**src/include/wp_consts.vh**
```
/*
 holds: constants for the watchpoint and debug control block
 assumes: included by bare name from core files
*/
`ifndef WP_CONSTS_VH
`define WP_CONSTS_VH
`define SCAN_LEN 38
`define SCAN_DATA_W 32
`define SCAN_ADDR_W 5
`define BANK_LSB 3
`define SETTLE_LEN 3
`define CTL_W 6
`define CTL_RESET 6'h00
`define CTL_DISABLE_BIT 5
`define CTL_ABORT_MODE_BIT 4
`define CTL_ZERO_BIT 3
`define CTL_INTERRUPT_DISABLE_BIT_BIT 2
`define CTL_FORCE_RQ_BIT 1
`define CTL_FORCE_ACK_BIT 0
`define ADDR_DEBUG_CTRL 5'h00
`define ADDR_WP0_BASE 5'h08
`define ADDR_WP1_BASE 5'h10
`define WP_AV 3'h0
`define WP_AM 3'h1
`define WP_DV 3'h2
`define WP_DM 3'h3
`define WP_CV 3'h4
`define WP_CM 3'h5
`define CV_W 9
`define CM_W 8
`define CV_ENABLE_BIT 8
`define CV_FETCH_DATA_BIT 3
`define SIZE_HALF 2'h1
`define ABORT_STATUS_RESET 32'h00000000
`endif

```
**src/core/wp_comparator.v**
```verilog
/*
 holds: one watchpoint comparator with value and mask registers
 assumes: register writes come from the scan update logic on the same clock
*/
`timescale 1ns/100ps
`include "wp_consts.vh"
module wp_comparator #(
    parameter DW = 32
) (
    // clock and reset
    input wire mclk_i,
    input wire nrst_i,
    // register write
    input wire wr_i,
    input wire [2:0] sel_i,
    input wire [DW-1:0] wdata_i,
    output reg [DW-1:0] rdata_o,
    // bus to compare
    input wire [DW-1:0] addr_i,
    input wire [DW-1:0] data_i,
    input wire [7:0] ctl_i,
    input wire half_fetch_i,
    input wire half_upper_i,
    output wire hit_o
);
    reg [DW-1:0] av_reg;
    reg [DW-1:0] am_reg;
    reg [DW-1:0] dv_reg;
    reg [DW-1:0] dm_reg;
    reg [`CV_W-1:0] cv_reg;
    reg [`CM_W-1:0] cm_reg;
    reg [DW-1:0] dsel;
    wire addr_ok;
    wire data_ok;
    wire ctl_ok;

    function masked_eq;
        input [DW-1:0] val;
        input [DW-1:0] msk;
        input [DW-1:0] in;
        begin
            masked_eq = &((val ~^ in) | msk);
        end
    endfunction

    always @(posedge mclk_i or negedge nrst_i) begin
        if (!nrst_i) begin
            av_reg <= {DW{1'b0}};
            am_reg <= {DW{1'b1}};
            dv_reg <= {DW{1'b0}};
            dm_reg <= {DW{1'b1}};
            cv_reg <= {`CV_W{1'b0}};
            cm_reg <= {`CM_W{1'b1}};
        end else if (wr_i) begin
            case (sel_i)
                `WP_AV: av_reg <= wdata_i;
                `WP_AM: am_reg <= wdata_i;
                `WP_DV: dv_reg <= wdata_i;
                `WP_DM: dm_reg <= wdata_i;
                `WP_CV: cv_reg <= wdata_i[`CV_W-1:0];
                `WP_CM: cm_reg <= wdata_i[`CM_W-1:0];
                default: av_reg <= av_reg;
            endcase
        end
    end

    always @* begin
        case (sel_i)
            `WP_AV: rdata_o = av_reg;
            `WP_AM: rdata_o = am_reg;
            `WP_DV: rdata_o = dv_reg;
            `WP_DM: rdata_o = dm_reg;
            `WP_CV: rdata_o = {{(DW-`CV_W){1'b0}}, cv_reg};
            `WP_CM: rdata_o = {{(DW-`CM_W){1'b0}}, cm_reg};
            default: rdata_o = {DW{1'b0}};
        endcase
    end

    // 16-bit fetch: mirror the valid half so only it is compared
    always @* begin
        if (half_fetch_i && half_upper_i)
            dsel = {data_i[DW-1:DW/2], data_i[DW-1:DW/2]};
        else if (half_fetch_i)
            dsel = {data_i[DW/2-1:0], data_i[DW/2-1:0]};
        else
            dsel = data_i;
    end

    assign addr_ok = masked_eq(av_reg, am_reg, addr_i);
    assign data_ok = masked_eq(dv_reg, dm_reg, dsel);
    assign ctl_ok = &((cv_reg[7:0] ~^ ctl_i) | cm_reg);
    assign hit_o = cv_reg[`CV_ENABLE_BIT] & addr_ok & data_ok & ctl_ok;
endmodule

```
**src/core/sync2.v**
```verilog
/*
 holds: two flip-flop level synchroniser, vector wide
 assumes: inputs from outside the mclk_i domain
*/
`timescale 1ns/100ps
module sync2 #(
    parameter W = 1
) (
    // clock and reset
    input wire mclk_i,
    input wire nrst_i,
    // level
    input wire [W-1:0] d_i,
    output reg [W-1:0] q_o
);
    reg [W-1:0] meta_reg;

    always @(posedge mclk_i or negedge nrst_i) begin
        if (!nrst_i) begin
            meta_reg <= {W{1'b0}};
            q_o <= {W{1'b0}};
        end else begin
            meta_reg <= d_i;
            q_o <= meta_reg;
        end
    end
endmodule

```
**src/core/watchpoint_debug_control.v**
```verilog
/*
 holds: scan-chain watchpoint unit, debug control register, abort status
 assumes: tck/tdi and tap state flags come from pins, sampled on mclk_i;
 core bus signals are on mclk_i
*/
`timescale 1ns/100ps
`include "wp_consts.vh"
module watchpoint_debug_control #(
    parameter DW = 32
) (
    // clock and reset
    input wire mclk_i,
    input wire nrst_i,
    // scan chain pins and tap state flags
    input wire tck_i,
    input wire tdi_i,
    input wire shift_dr_i,
    input wire capture_dr_i,
    input wire update_dr_i,
    input wire run_test_idle_i,
    output reg tdo_o,
    // core bus for comparison
    input wire [DW-1:0] addr_i,
    input wire [DW-1:0] data_i,
    input wire write_i,
    input wire [1:0] size_i,
    input wire fetch_or_data_flag_i,
    input wire privilege_flag_i,
    input wire [1:0] external_condition_input_i,
    input wire half_fetch_i,
    input wire access_valid_i,
    // aborts
    input wire external_abort_i,
    // coprocessor transfers
    input wire coprocessor_write_transfer_i,
    input wire coprocessor_read_transfer_i,
    input wire [DW-1:0] cp_wdata_i,
    output reg [DW-1:0] cp_rdata_o,
    // debug handshake
    input wire debug_request_i,
    input wire core_internal_acknowledge_i,
    output reg forced_request_output_o,
    output reg debug_acknowledge_o,
    output reg core_interrupt_enable_o,
    output reg debug_break_o,
    output reg debug_abort_o
);
    // pin synchronisers
    wire [5:0] pins_s;
    wire tck_s;
    wire tdi_s;
    wire shift_s;
    wire capture_s;
    wire update_s;
    wire rti_s;
    reg tck_d_reg;
    reg update_d_reg;
    reg [`SCAN_LEN-1:0] scan_reg;
    reg [`CTL_W-1:0] ctl_reg;
    reg rq_latch_reg;
    reg debug_abort_flag_reg;
    reg [DW-1:0] rd_mux;
    wire tck_rise;
    wire tck_fall;
    wire upd_pulse;
    wire scan_wr;
    wire [`SCAN_ADDR_W-1:0] scan_addr;
    wire [DW-1:0] scan_data;
    wire [1:0] wp_wr;
    wire [DW-1:0] rdata0;
    wire [DW-1:0] rdata1;
    wire [1:0] hit;
    wire hit_any;
    wire take_abort;
    wire [7:0] ctl_bus0;
    wire [7:0] ctl_bus1;

    // scan address decode
    wire ctl_sel;
    wire [1:0] bank_sel;
    // tck edges are ignored until the pin pipeline holds real pin levels
    reg [`SETTLE_LEN-1:0] settle_reg;
    wire settled;

    sync2 #(.W(6)) u_sync (
        .mclk_i(mclk_i),
        .nrst_i(nrst_i),
        .d_i({tck_i, tdi_i, shift_dr_i, capture_dr_i, update_dr_i, run_test_idle_i}),
        .q_o(pins_s)
    );
    assign tck_s = pins_s[5];
    assign tdi_s = pins_s[4];
    assign shift_s = pins_s[3];
    assign capture_s = pins_s[2];
    assign update_s = pins_s[1];
    assign rti_s = pins_s[0];

    always @(posedge mclk_i or negedge nrst_i) begin
        if (!nrst_i) begin
            tck_d_reg <= 1'b0;
            update_d_reg <= 1'b0;
            settle_reg <= {`SETTLE_LEN{1'b0}};
        end else begin
            tck_d_reg <= tck_s;
            update_d_reg <= update_s;
            settle_reg <= {settle_reg[`SETTLE_LEN-2:0], 1'b1};
        end
    end

    // the idle-high clock pin would otherwise look like a rise after reset
    assign settled = settle_reg[`SETTLE_LEN-1];
    assign tck_rise = settled & tck_s & ~tck_d_reg;
    assign tck_fall = settled & ~tck_s & tck_d_reg;

    // one access per entry into update-dr
    assign upd_pulse = update_s & ~update_d_reg;

    // chain: data[31:0], address[36:32], read/write[37]; shifted lsb first
    assign scan_data = scan_reg[`SCAN_DATA_W-1:0];
    assign scan_addr = scan_reg[`SCAN_DATA_W+`SCAN_ADDR_W-1:`SCAN_DATA_W];
    assign scan_wr = scan_reg[`SCAN_LEN-1];
    // true when a scan address lies in the register bank that starts at base
    function in_bank;
        input [`SCAN_ADDR_W-1:0] addr;
        input [`SCAN_ADDR_W-1:0] base;
        begin
            in_bank = (addr[`SCAN_ADDR_W-1:`BANK_LSB] == base[`SCAN_ADDR_W-1:`BANK_LSB]);
        end
    endfunction

    // bank decode shared by writes and reads
    assign ctl_sel = (scan_addr == `ADDR_DEBUG_CTRL);
    assign bank_sel[0] = in_bank(scan_addr, `ADDR_WP0_BASE);
    assign bank_sel[1] = in_bank(scan_addr, `ADDR_WP1_BASE);
    assign wp_wr[0] = upd_pulse & scan_wr & bank_sel[0];
    assign wp_wr[1] = upd_pulse & scan_wr & bank_sel[1];

    always @* begin
        if (ctl_sel)
            rd_mux = {{(DW-`CTL_W){1'b0}}, ctl_reg};
        else if (bank_sel[0])
            rd_mux = rdata0;
        else if (bank_sel[1])
            rd_mux = rdata1;
        else
            rd_mux = {DW{1'b0}};
    end

    // a read loads the data field at update, then it shifts out on the next scan
    always @(posedge mclk_i or negedge nrst_i) begin
        if (!nrst_i) begin
            scan_reg <= {`SCAN_LEN{1'b0}};
            tdo_o <= 1'b0;
        end else begin
            if (upd_pulse && !scan_wr)
                scan_reg[`SCAN_DATA_W-1:0] <= rd_mux;
            else if (shift_s && tck_rise)
                scan_reg <= {tdi_s, scan_reg[`SCAN_LEN-1:1]};
            if (tck_fall)
                tdo_o <= scan_reg[0];
        end
    end

    // control register written on scan write to its address
    always @(posedge mclk_i or negedge nrst_i) begin
        if (!nrst_i)
            ctl_reg <= `CTL_RESET;
        else if (upd_pulse && scan_wr && ctl_sel) begin
            ctl_reg <= scan_data[`CTL_W-1:0];
            ctl_reg[`CTL_ZERO_BIT] <= 1'b0;
        end
    end

    // request latch transparent only in run-test-idle
    always @(posedge mclk_i or negedge nrst_i) begin
        if (!nrst_i)
            rq_latch_reg <= 1'b0;
        else if (rti_s)
            rq_latch_reg <= ctl_reg[`CTL_FORCE_RQ_BIT];
    end

    // control bus in the bit order of the control value register
    function [7:0] pack_ctl;
        input ext;
        input prot1;
        input prot0;
        input [1:0] sz;
        input wr;
        begin
            // chain and range inputs are not wired and always read as zero
            pack_ctl = {1'b0, 1'b0, ext, prot1, prot0, sz, wr};
        end
    endfunction

    assign ctl_bus0 = pack_ctl(external_condition_input_i[0], privilege_flag_i,
                               fetch_or_data_flag_i, size_i, write_i);
    assign ctl_bus1 = pack_ctl(external_condition_input_i[1], privilege_flag_i,
                               fetch_or_data_flag_i, size_i, write_i);

    wp_comparator #(.DW(DW)) u_wp0 (
        .mclk_i(mclk_i),
        .nrst_i(nrst_i),
        .wr_i(wp_wr[0]),
        .sel_i(scan_addr[2:0]),
        .wdata_i(scan_data),
        .rdata_o(rdata0),
        .addr_i(addr_i),
        .data_i(data_i),
        .ctl_i(ctl_bus0),
        .half_fetch_i(half_fetch_i),
        .half_upper_i(addr_i[1]),
        .hit_o(hit[0])
    );

    wp_comparator #(.DW(DW)) u_wp1 (
        .mclk_i(mclk_i),
        .nrst_i(nrst_i),
        .wr_i(wp_wr[1]),
        .sel_i(scan_addr[2:0]),
        .wdata_i(scan_data),
        .rdata_o(rdata1),
        .addr_i(addr_i),
        .data_i(data_i),
        .ctl_i(ctl_bus1),
        .half_fetch_i(half_fetch_i),
        .half_upper_i(addr_i[1]),
        .hit_o(hit[1])
    );

    assign hit_any = access_valid_i & (|hit) & ~ctl_reg[`CTL_DISABLE_BIT];
    // an external abort on the same access takes priority over the debug abort
    assign take_abort = hit_any & ctl_reg[`CTL_ABORT_MODE_BIT] & ~external_abort_i;

    // sticky abort flag; a new debug abort wins over a software clear
    always @(posedge mclk_i or negedge nrst_i) begin
        if (!nrst_i)
            debug_abort_flag_reg <= 1'b0;
        else if (take_abort)
            debug_abort_flag_reg <= 1'b1;
        else if (coprocessor_write_transfer_i && !cp_wdata_i[0])
            debug_abort_flag_reg <= 1'b0;
    end

    // status read data holds between coprocessor reads
    always @(posedge mclk_i or negedge nrst_i) begin
        if (!nrst_i)
            cp_rdata_o <= `ABORT_STATUS_RESET;
        else if (coprocessor_read_transfer_i)
            cp_rdata_o <= {{(DW-1){1'b0}}, debug_abort_flag_reg};
    end

    // debug handshake outputs
    always @(posedge mclk_i or negedge nrst_i) begin
        if (!nrst_i) begin
            forced_request_output_o <= 1'b0;
            debug_acknowledge_o <= 1'b0;
            core_interrupt_enable_o <= 1'b0;
        end else begin
            forced_request_output_o <= rq_latch_reg | debug_request_i;
            debug_acknowledge_o <= core_internal_acknowledge_i
                | ctl_reg[`CTL_FORCE_ACK_BIT];
            core_interrupt_enable_o <= ~(ctl_reg[`CTL_INTERRUPT_DISABLE_BIT_BIT]
                | core_internal_acknowledge_i | ctl_reg[`CTL_FORCE_ACK_BIT]);
        end
    end

    // hit outputs, one cycle after the bus cycle that matched
    always @(posedge mclk_i or negedge nrst_i) begin
        if (!nrst_i) begin
            debug_break_o <= 1'b0;
            debug_abort_o <= 1'b0;
        end else begin
            debug_break_o <= hit_any & ~ctl_reg[`CTL_ABORT_MODE_BIT];
            debug_abort_o <= take_abort;
        end
    end
endmodule

```
**config.mk**
```make
export PLATFORM = sky130hd
export DESIGN_NAME = watchpoint_debug_control
export DESIGN_NICKNAME = d
export VERILOG_FILES = /design/src/core/wp_comparator.v /design/src/core/sync2.v /design/src/core/watchpoint_debug_control.v
export VERILOG_INCLUDE_DIRS = /design/src /design/src/include
export SDC_FILE = /design/constraint.sdc
export NUM_CORES = 1
export LEC_CHECK = 0
export BUFFER_PORTS_ARGS = -buffer_cell sky130_fd_sc_hd__buf_4
export CORE_UTILIZATION = 55
export CTS_BUF_LIST = sky130_fd_sc_hd__clkbuf_8
export CTS_CLUSTER_SIZE = 10
export DETAILED_ROUTE_END_ITERATION = 8
export GPL_TIMING_DRIVEN = 0
export HOLD_SLACK_MARGIN = 0.06
export PLACE_DENSITY = 0.72
export SYNTH_ARGS = -nofsm -noshare
export SYNTH_HDL_FRONTEND = slang
export SYNTH_SLANG_ARGS = --single-unit
```
**constraint.sdc**
```tcl
create_clock -name mclk_i -period 5.1 [get_ports mclk_i]
set_input_delay 1.53 -clock mclk_i [delete_from_list [all_inputs] [get_ports mclk_i]]
set_output_delay 1.53 -clock mclk_i [all_outputs]
set_load 0.01 [all_outputs]
```
==> results by stage <==
Clocking:
- The number of setup buffers added after CTS is 0.
- The deepest clock path buffer count is 3.
- TritonCTS built the clock tree.
- The H-tree depth reported by CTS is 2.
- The number of clock buffers added by TritonCTS is slightly below 60.
- The number of sinks handled by clock tree synthesis is 357.
- Clock latency on the worst-skew pair, taken at its later pin, is 0.66 ns.
- The post-CTS clock slew at the launch and capture registers of the worst setup and hold paths is roughly 0.060 ns.
- Gates resized during post-CTS repair numbered 0.
- The CTS root buffer is sky130_fd_sc_hd__clkbuf_8.
- Buffers inserted to repair hold after CTS numbered 0.

Power:
- In this run the static leakage power is 0.009123 uW.
- After layout, the design draws a total of 7088 uW.
- For this design the ratio of total power to cell area is 343.5 nW/um2.
- The maximum VDD drop is 0.2072 mV.

Logic synthesis:
- In this run the mean area of a mapped cell was ~12 um2.
- The sequential element share of the synthesized area is 50.59%.
- The share of flip-flops with an asynchronous set or reset is 100.0%.
- The Yosys warning count is 0.
- The commonest register cell after synthesis is sky130_fd_sc_hd__dfrtp_1.
- The post-synthesis cell type with the largest combined area is sky130_fd_sc_hd__dfrtp_1.
- The flip-flop and latch count after synthesis is 357.
- In this run the cell area of the synthesized design comes to about 18000 um2.
- The number of enable flip-flop cells after synthesis is 0.
- Synthesis instantiated 52 different standard cells from the library.
- The share of the synthesized area in the top cell type is 29.59%.
- The number of instances in the synthesized netlist is 1476.
- Sorting the synthesized cells by area gives the leading types as sky130_fd_sc_hd__dfrtp_1 (30%), sky130_fd_sc_hd__dfstp_2 (21%), sky130_fd_sc_hd__mux2_2 (18%).

Floorplan:
- The starting density of the core is 56.51%.
- The region available for standard cell placement spans 31880 um2.
- The width of the die is 183.0 um.
- The die covers 33480 um2.
- The floorplan has 65 rows.
- The number of placed I/O pins is 156.
- The die is 183.0 um tall.

Layout:
- At the end of the flow, the number of nets in the layout was 1780.
- Measured on the finished design, the core utilization comes to 64.72%.
- Cells with a size suffix above 1 make up 39.64% of the layout.
- The leading cell type in the layout, fill and taps excluded is sky130_fd_sc_hd__mux2_2.
- The flip-flop count of the largest register after layout is 38.
- The count of cells in the finished layout, fillers not included, comes to 2150.
- Relative to the synthesized area, the layout overhead comes to 14.53%.
- In the layout the commonest cells are sky130_fd_sc_hd__mux2_2 (293), sky130_fd_sc_hd__dfrtp_1 (213), sky130_fd_sc_hd__dfstp_2 (144), sky130_fd_sc_hd__buf_4 (122), sky130_fd_sc_hd__a22oi_1 (107).

Worst setup path:
- The worst register-to-register path ends at scan_reg[31].
- The critical path data arrival time is 5.40 ns.
- The depth of the most critical reg-to-reg path is 9.
- The type of the worst setup path is primary input to register.
- STA classifies the critical path endpoint as a register.
- The startpoint kind of the worst setup timing path is a primary input.
- The critical path data required time is 5.67 ns.
- The setup check on the worst reg-to-reg path leaves a slack of around 0.7 ns.
- The worst reg2reg path startpoint is scan_reg[32].
- The maximum fanout along the worst path is 3.

Detailed routing:
- The number of detailed-route iterations in the first pass is 6.
- The DRC violation count after routing is 0.
- The routed design has between 60 and 70 mm of wire.
- After the first detailed-routing iteration, the DRC count stood at 1675.
- The number of routed nets with antenna violations is 0.
- Using the TritonRoute via totals, the vias-per-cell ratio works out to 6.575.
- The via count of the routed design is ~14000.
- After detailed routing, the average wire length per cell comes to 30.91 um.

Worst hold path:
- The worst hold path terminates at u_sync.q_o[4].
- The worst hold path startpoint is u_sync.meta_reg[4].
- Along the worst hold path, the cell count comes to 0.
- The class of the tightest hold or removal check is register to register.

STA:
- The setup TNS is 0 ns.
- The number of hold violations in the final report is 0.
- The worst clock skew on the final layout is 0.02323 ns.
- The worst pin sits at a relative slew slack of 4.542%.
- The worst path uses 94.65% of the clock period.
- The time the worst path needs with I/O delays and setup is 4.827 ns.
- Setup repair after global routing left no endpoint under its margin.
- The number of max-slew violations in the final report is 0.
- Based on the critical path, the design can be clocked at up to between 0.2 and 0.25 GHz.
- The final-report setup violation count is 0.
- The worst path setup slack after routing is ~0.27 ns.
- The worst-margin pin slew is 1.429 ns.

Placed design:
- The worst slack after detailed placement is -0.1063 ns.
- At the end of routability-driven placement, the weighted congestion stood at just over 1.
- The quantity of I/O buffers inserted on ports is 92.
- The detailed placement HPWL is 47.15 mm.
- Once placement completed, the tool counted placed cells totaling 2036.

Outcome:
- The flow ran to the end, and the final reports show no timing, DRC or antenna violations.

Global route:
- The via count of the first global-routing pass is 13920.
- In the global route stage, overall resource usage came out at ~40%.
- The total global routing overflow is 0.
- The first-pass GRT wire length is 94.79 mm.
- Entering global routing, the biggest net connects 108 pins.
- The initial antenna violation count is 3.

Flow run:
- The number of max-cap violations is 0.
[per-layer routing]
metal | GRT usage, % | routed length, um
met1 | 52.12 | 25030
met2 | 58.90 | 28500
met3 | 11.04 | 7714
met4 | 27.50 | 5214
met5 | 0 | 0
[logic make-up (layout without fill, tap and decap cells)]
logic type,count (synthesis),count (layout),synth area share [%]
mux,360,360,22.77
flops,357,357,50.59
compound gates,322,322,11.88
buf+inv,158,365,4.167
xor+xnor,140,140,6.807
simple gates,137,137,3.751
other cells,2,34,0.04169
[cells in the mapped netlist, types with 6 or more instances]
| cell type | count |
|---|---|
| sky130_fd_sc_hd__dfrtp_1 | 213 |
| sky130_fd_sc_hd__buf_1 | 36 |
| sky130_fd_sc_hd__buf_4 | 31 |
| sky130_fd_sc_hd__nand2_1 | 50 |
| sky130_fd_sc_hd__a21oi_1 | 39 |
| sky130_fd_sc_hd__mux2i_2 | 6 |
| sky130_fd_sc_hd__nor4_1 | 14 |
| sky130_fd_sc_hd__nor3_1 | 7 |
| sky130_fd_sc_hd__a22oi_1 | 107 |
| sky130_fd_sc_hd__mux2_2 | 293 |
| sky130_fd_sc_hd__inv_1 | 6 |
| sky130_fd_sc_hd__xnor2_1 | 76 |
| sky130_fd_sc_hd__o21ai_0 | 40 |
| sky130_fd_sc_hd__dfstp_2 | 144 |
| sky130_fd_sc_hd__xor2_1 | 64 |
| sky130_fd_sc_hd__o22ai_1 | 72 |
| sky130_fd_sc_hd__a211oi_1 | 8 |
| sky130_fd_sc_hd__buf_2 | 15 |
| sky130_fd_sc_hd__nor2b_1 | 8 |
| sky130_fd_sc_hd__a221oi_1 | 7 |
| sky130_fd_sc_hd__a31oi_1 | 29 |
| sky130_fd_sc_hd__mux2i_1 | 46 |
| sky130_fd_sc_hd__clkbuf_1 | 67 |
| sky130_fd_sc_hd__nor2_1 | 29 |
| sky130_fd_sc_hd__mux2_1 | 7 |
| sky130_fd_sc_hd__mux4_2 | 8 |
| sky130_fd_sc_hd__a22o_1 | 7 |
[where the power goes]
group	total, uW	leakage [uW]	switching [uW]	internal [uW]
clock network	2500	0.000727	1190	1310
registers	3200	0.00435	181	3020
logic	1390	0.00404	902	490
total	7090	0.00912	2280	4810
[worst max-delay path by stage]
| stage | endpoint | from | cells past startpoint | slack [ns] |
|---|---|---|---|---|
| after floorplan | debug_break_o | half_fetch_i | 10 | 1.73 |
| after global placement | u_wp0.av_reg[23] | nrst_i | 1 | -0.86 |
| after detailed placement | debug_break_o | addr_i[6] | 9 | -0.11 |
| after CTS | debug_break_o | addr_i[6] | 9 | 0.56 |
| after global routing | debug_break_o | write_i | 9 | 0.40 |
| final | debug_break_o | write_i | 9 | 0.27 |
[worst max-delay path, stage by stage]
cell                       delay (ns)
sky130_fd_sc_hd__buf_4           0.12
sky130_fd_sc_hd__xnor2_1         0.42
sky130_fd_sc_hd__o22ai_1         0.14
sky130_fd_sc_hd__nor4_1          0.88
sky130_fd_sc_hd__o211ai_1        0.39
sky130_fd_sc_hd__nor4_1          1.00
sky130_fd_sc_hd__nand3_1         0.21
sky130_fd_sc_hd__o32ai_2         0.41
sky130_fd_sc_hd__and4bb_1        0.29
[stage by stage]
step                hold slack [ns]  cell area (um2)
finish                       0.3479            20630
global route                 0.3553            20630
CTS                          0.3503            20630
detailed placement           0.3378            19460
global placement             0.3316            19360
floorplan                    0.3312            18130
[layout make-up]
type | instances | area [um2]
antenna | 2 | 5.005
buffer | 152 | 728.2
clock buffer | 71 | 977.2
clock inverter | 41 | 192.7
fill | 2580 | 11250
inverter | 6 | 22.52
multi-input combinational | 991 | 8268
sequential | 357 | 9114
tap | 435 | 544.3
timing repair buffer | 95 | 780.7
No activity file was read; power rests on OpenSTA's default activity.
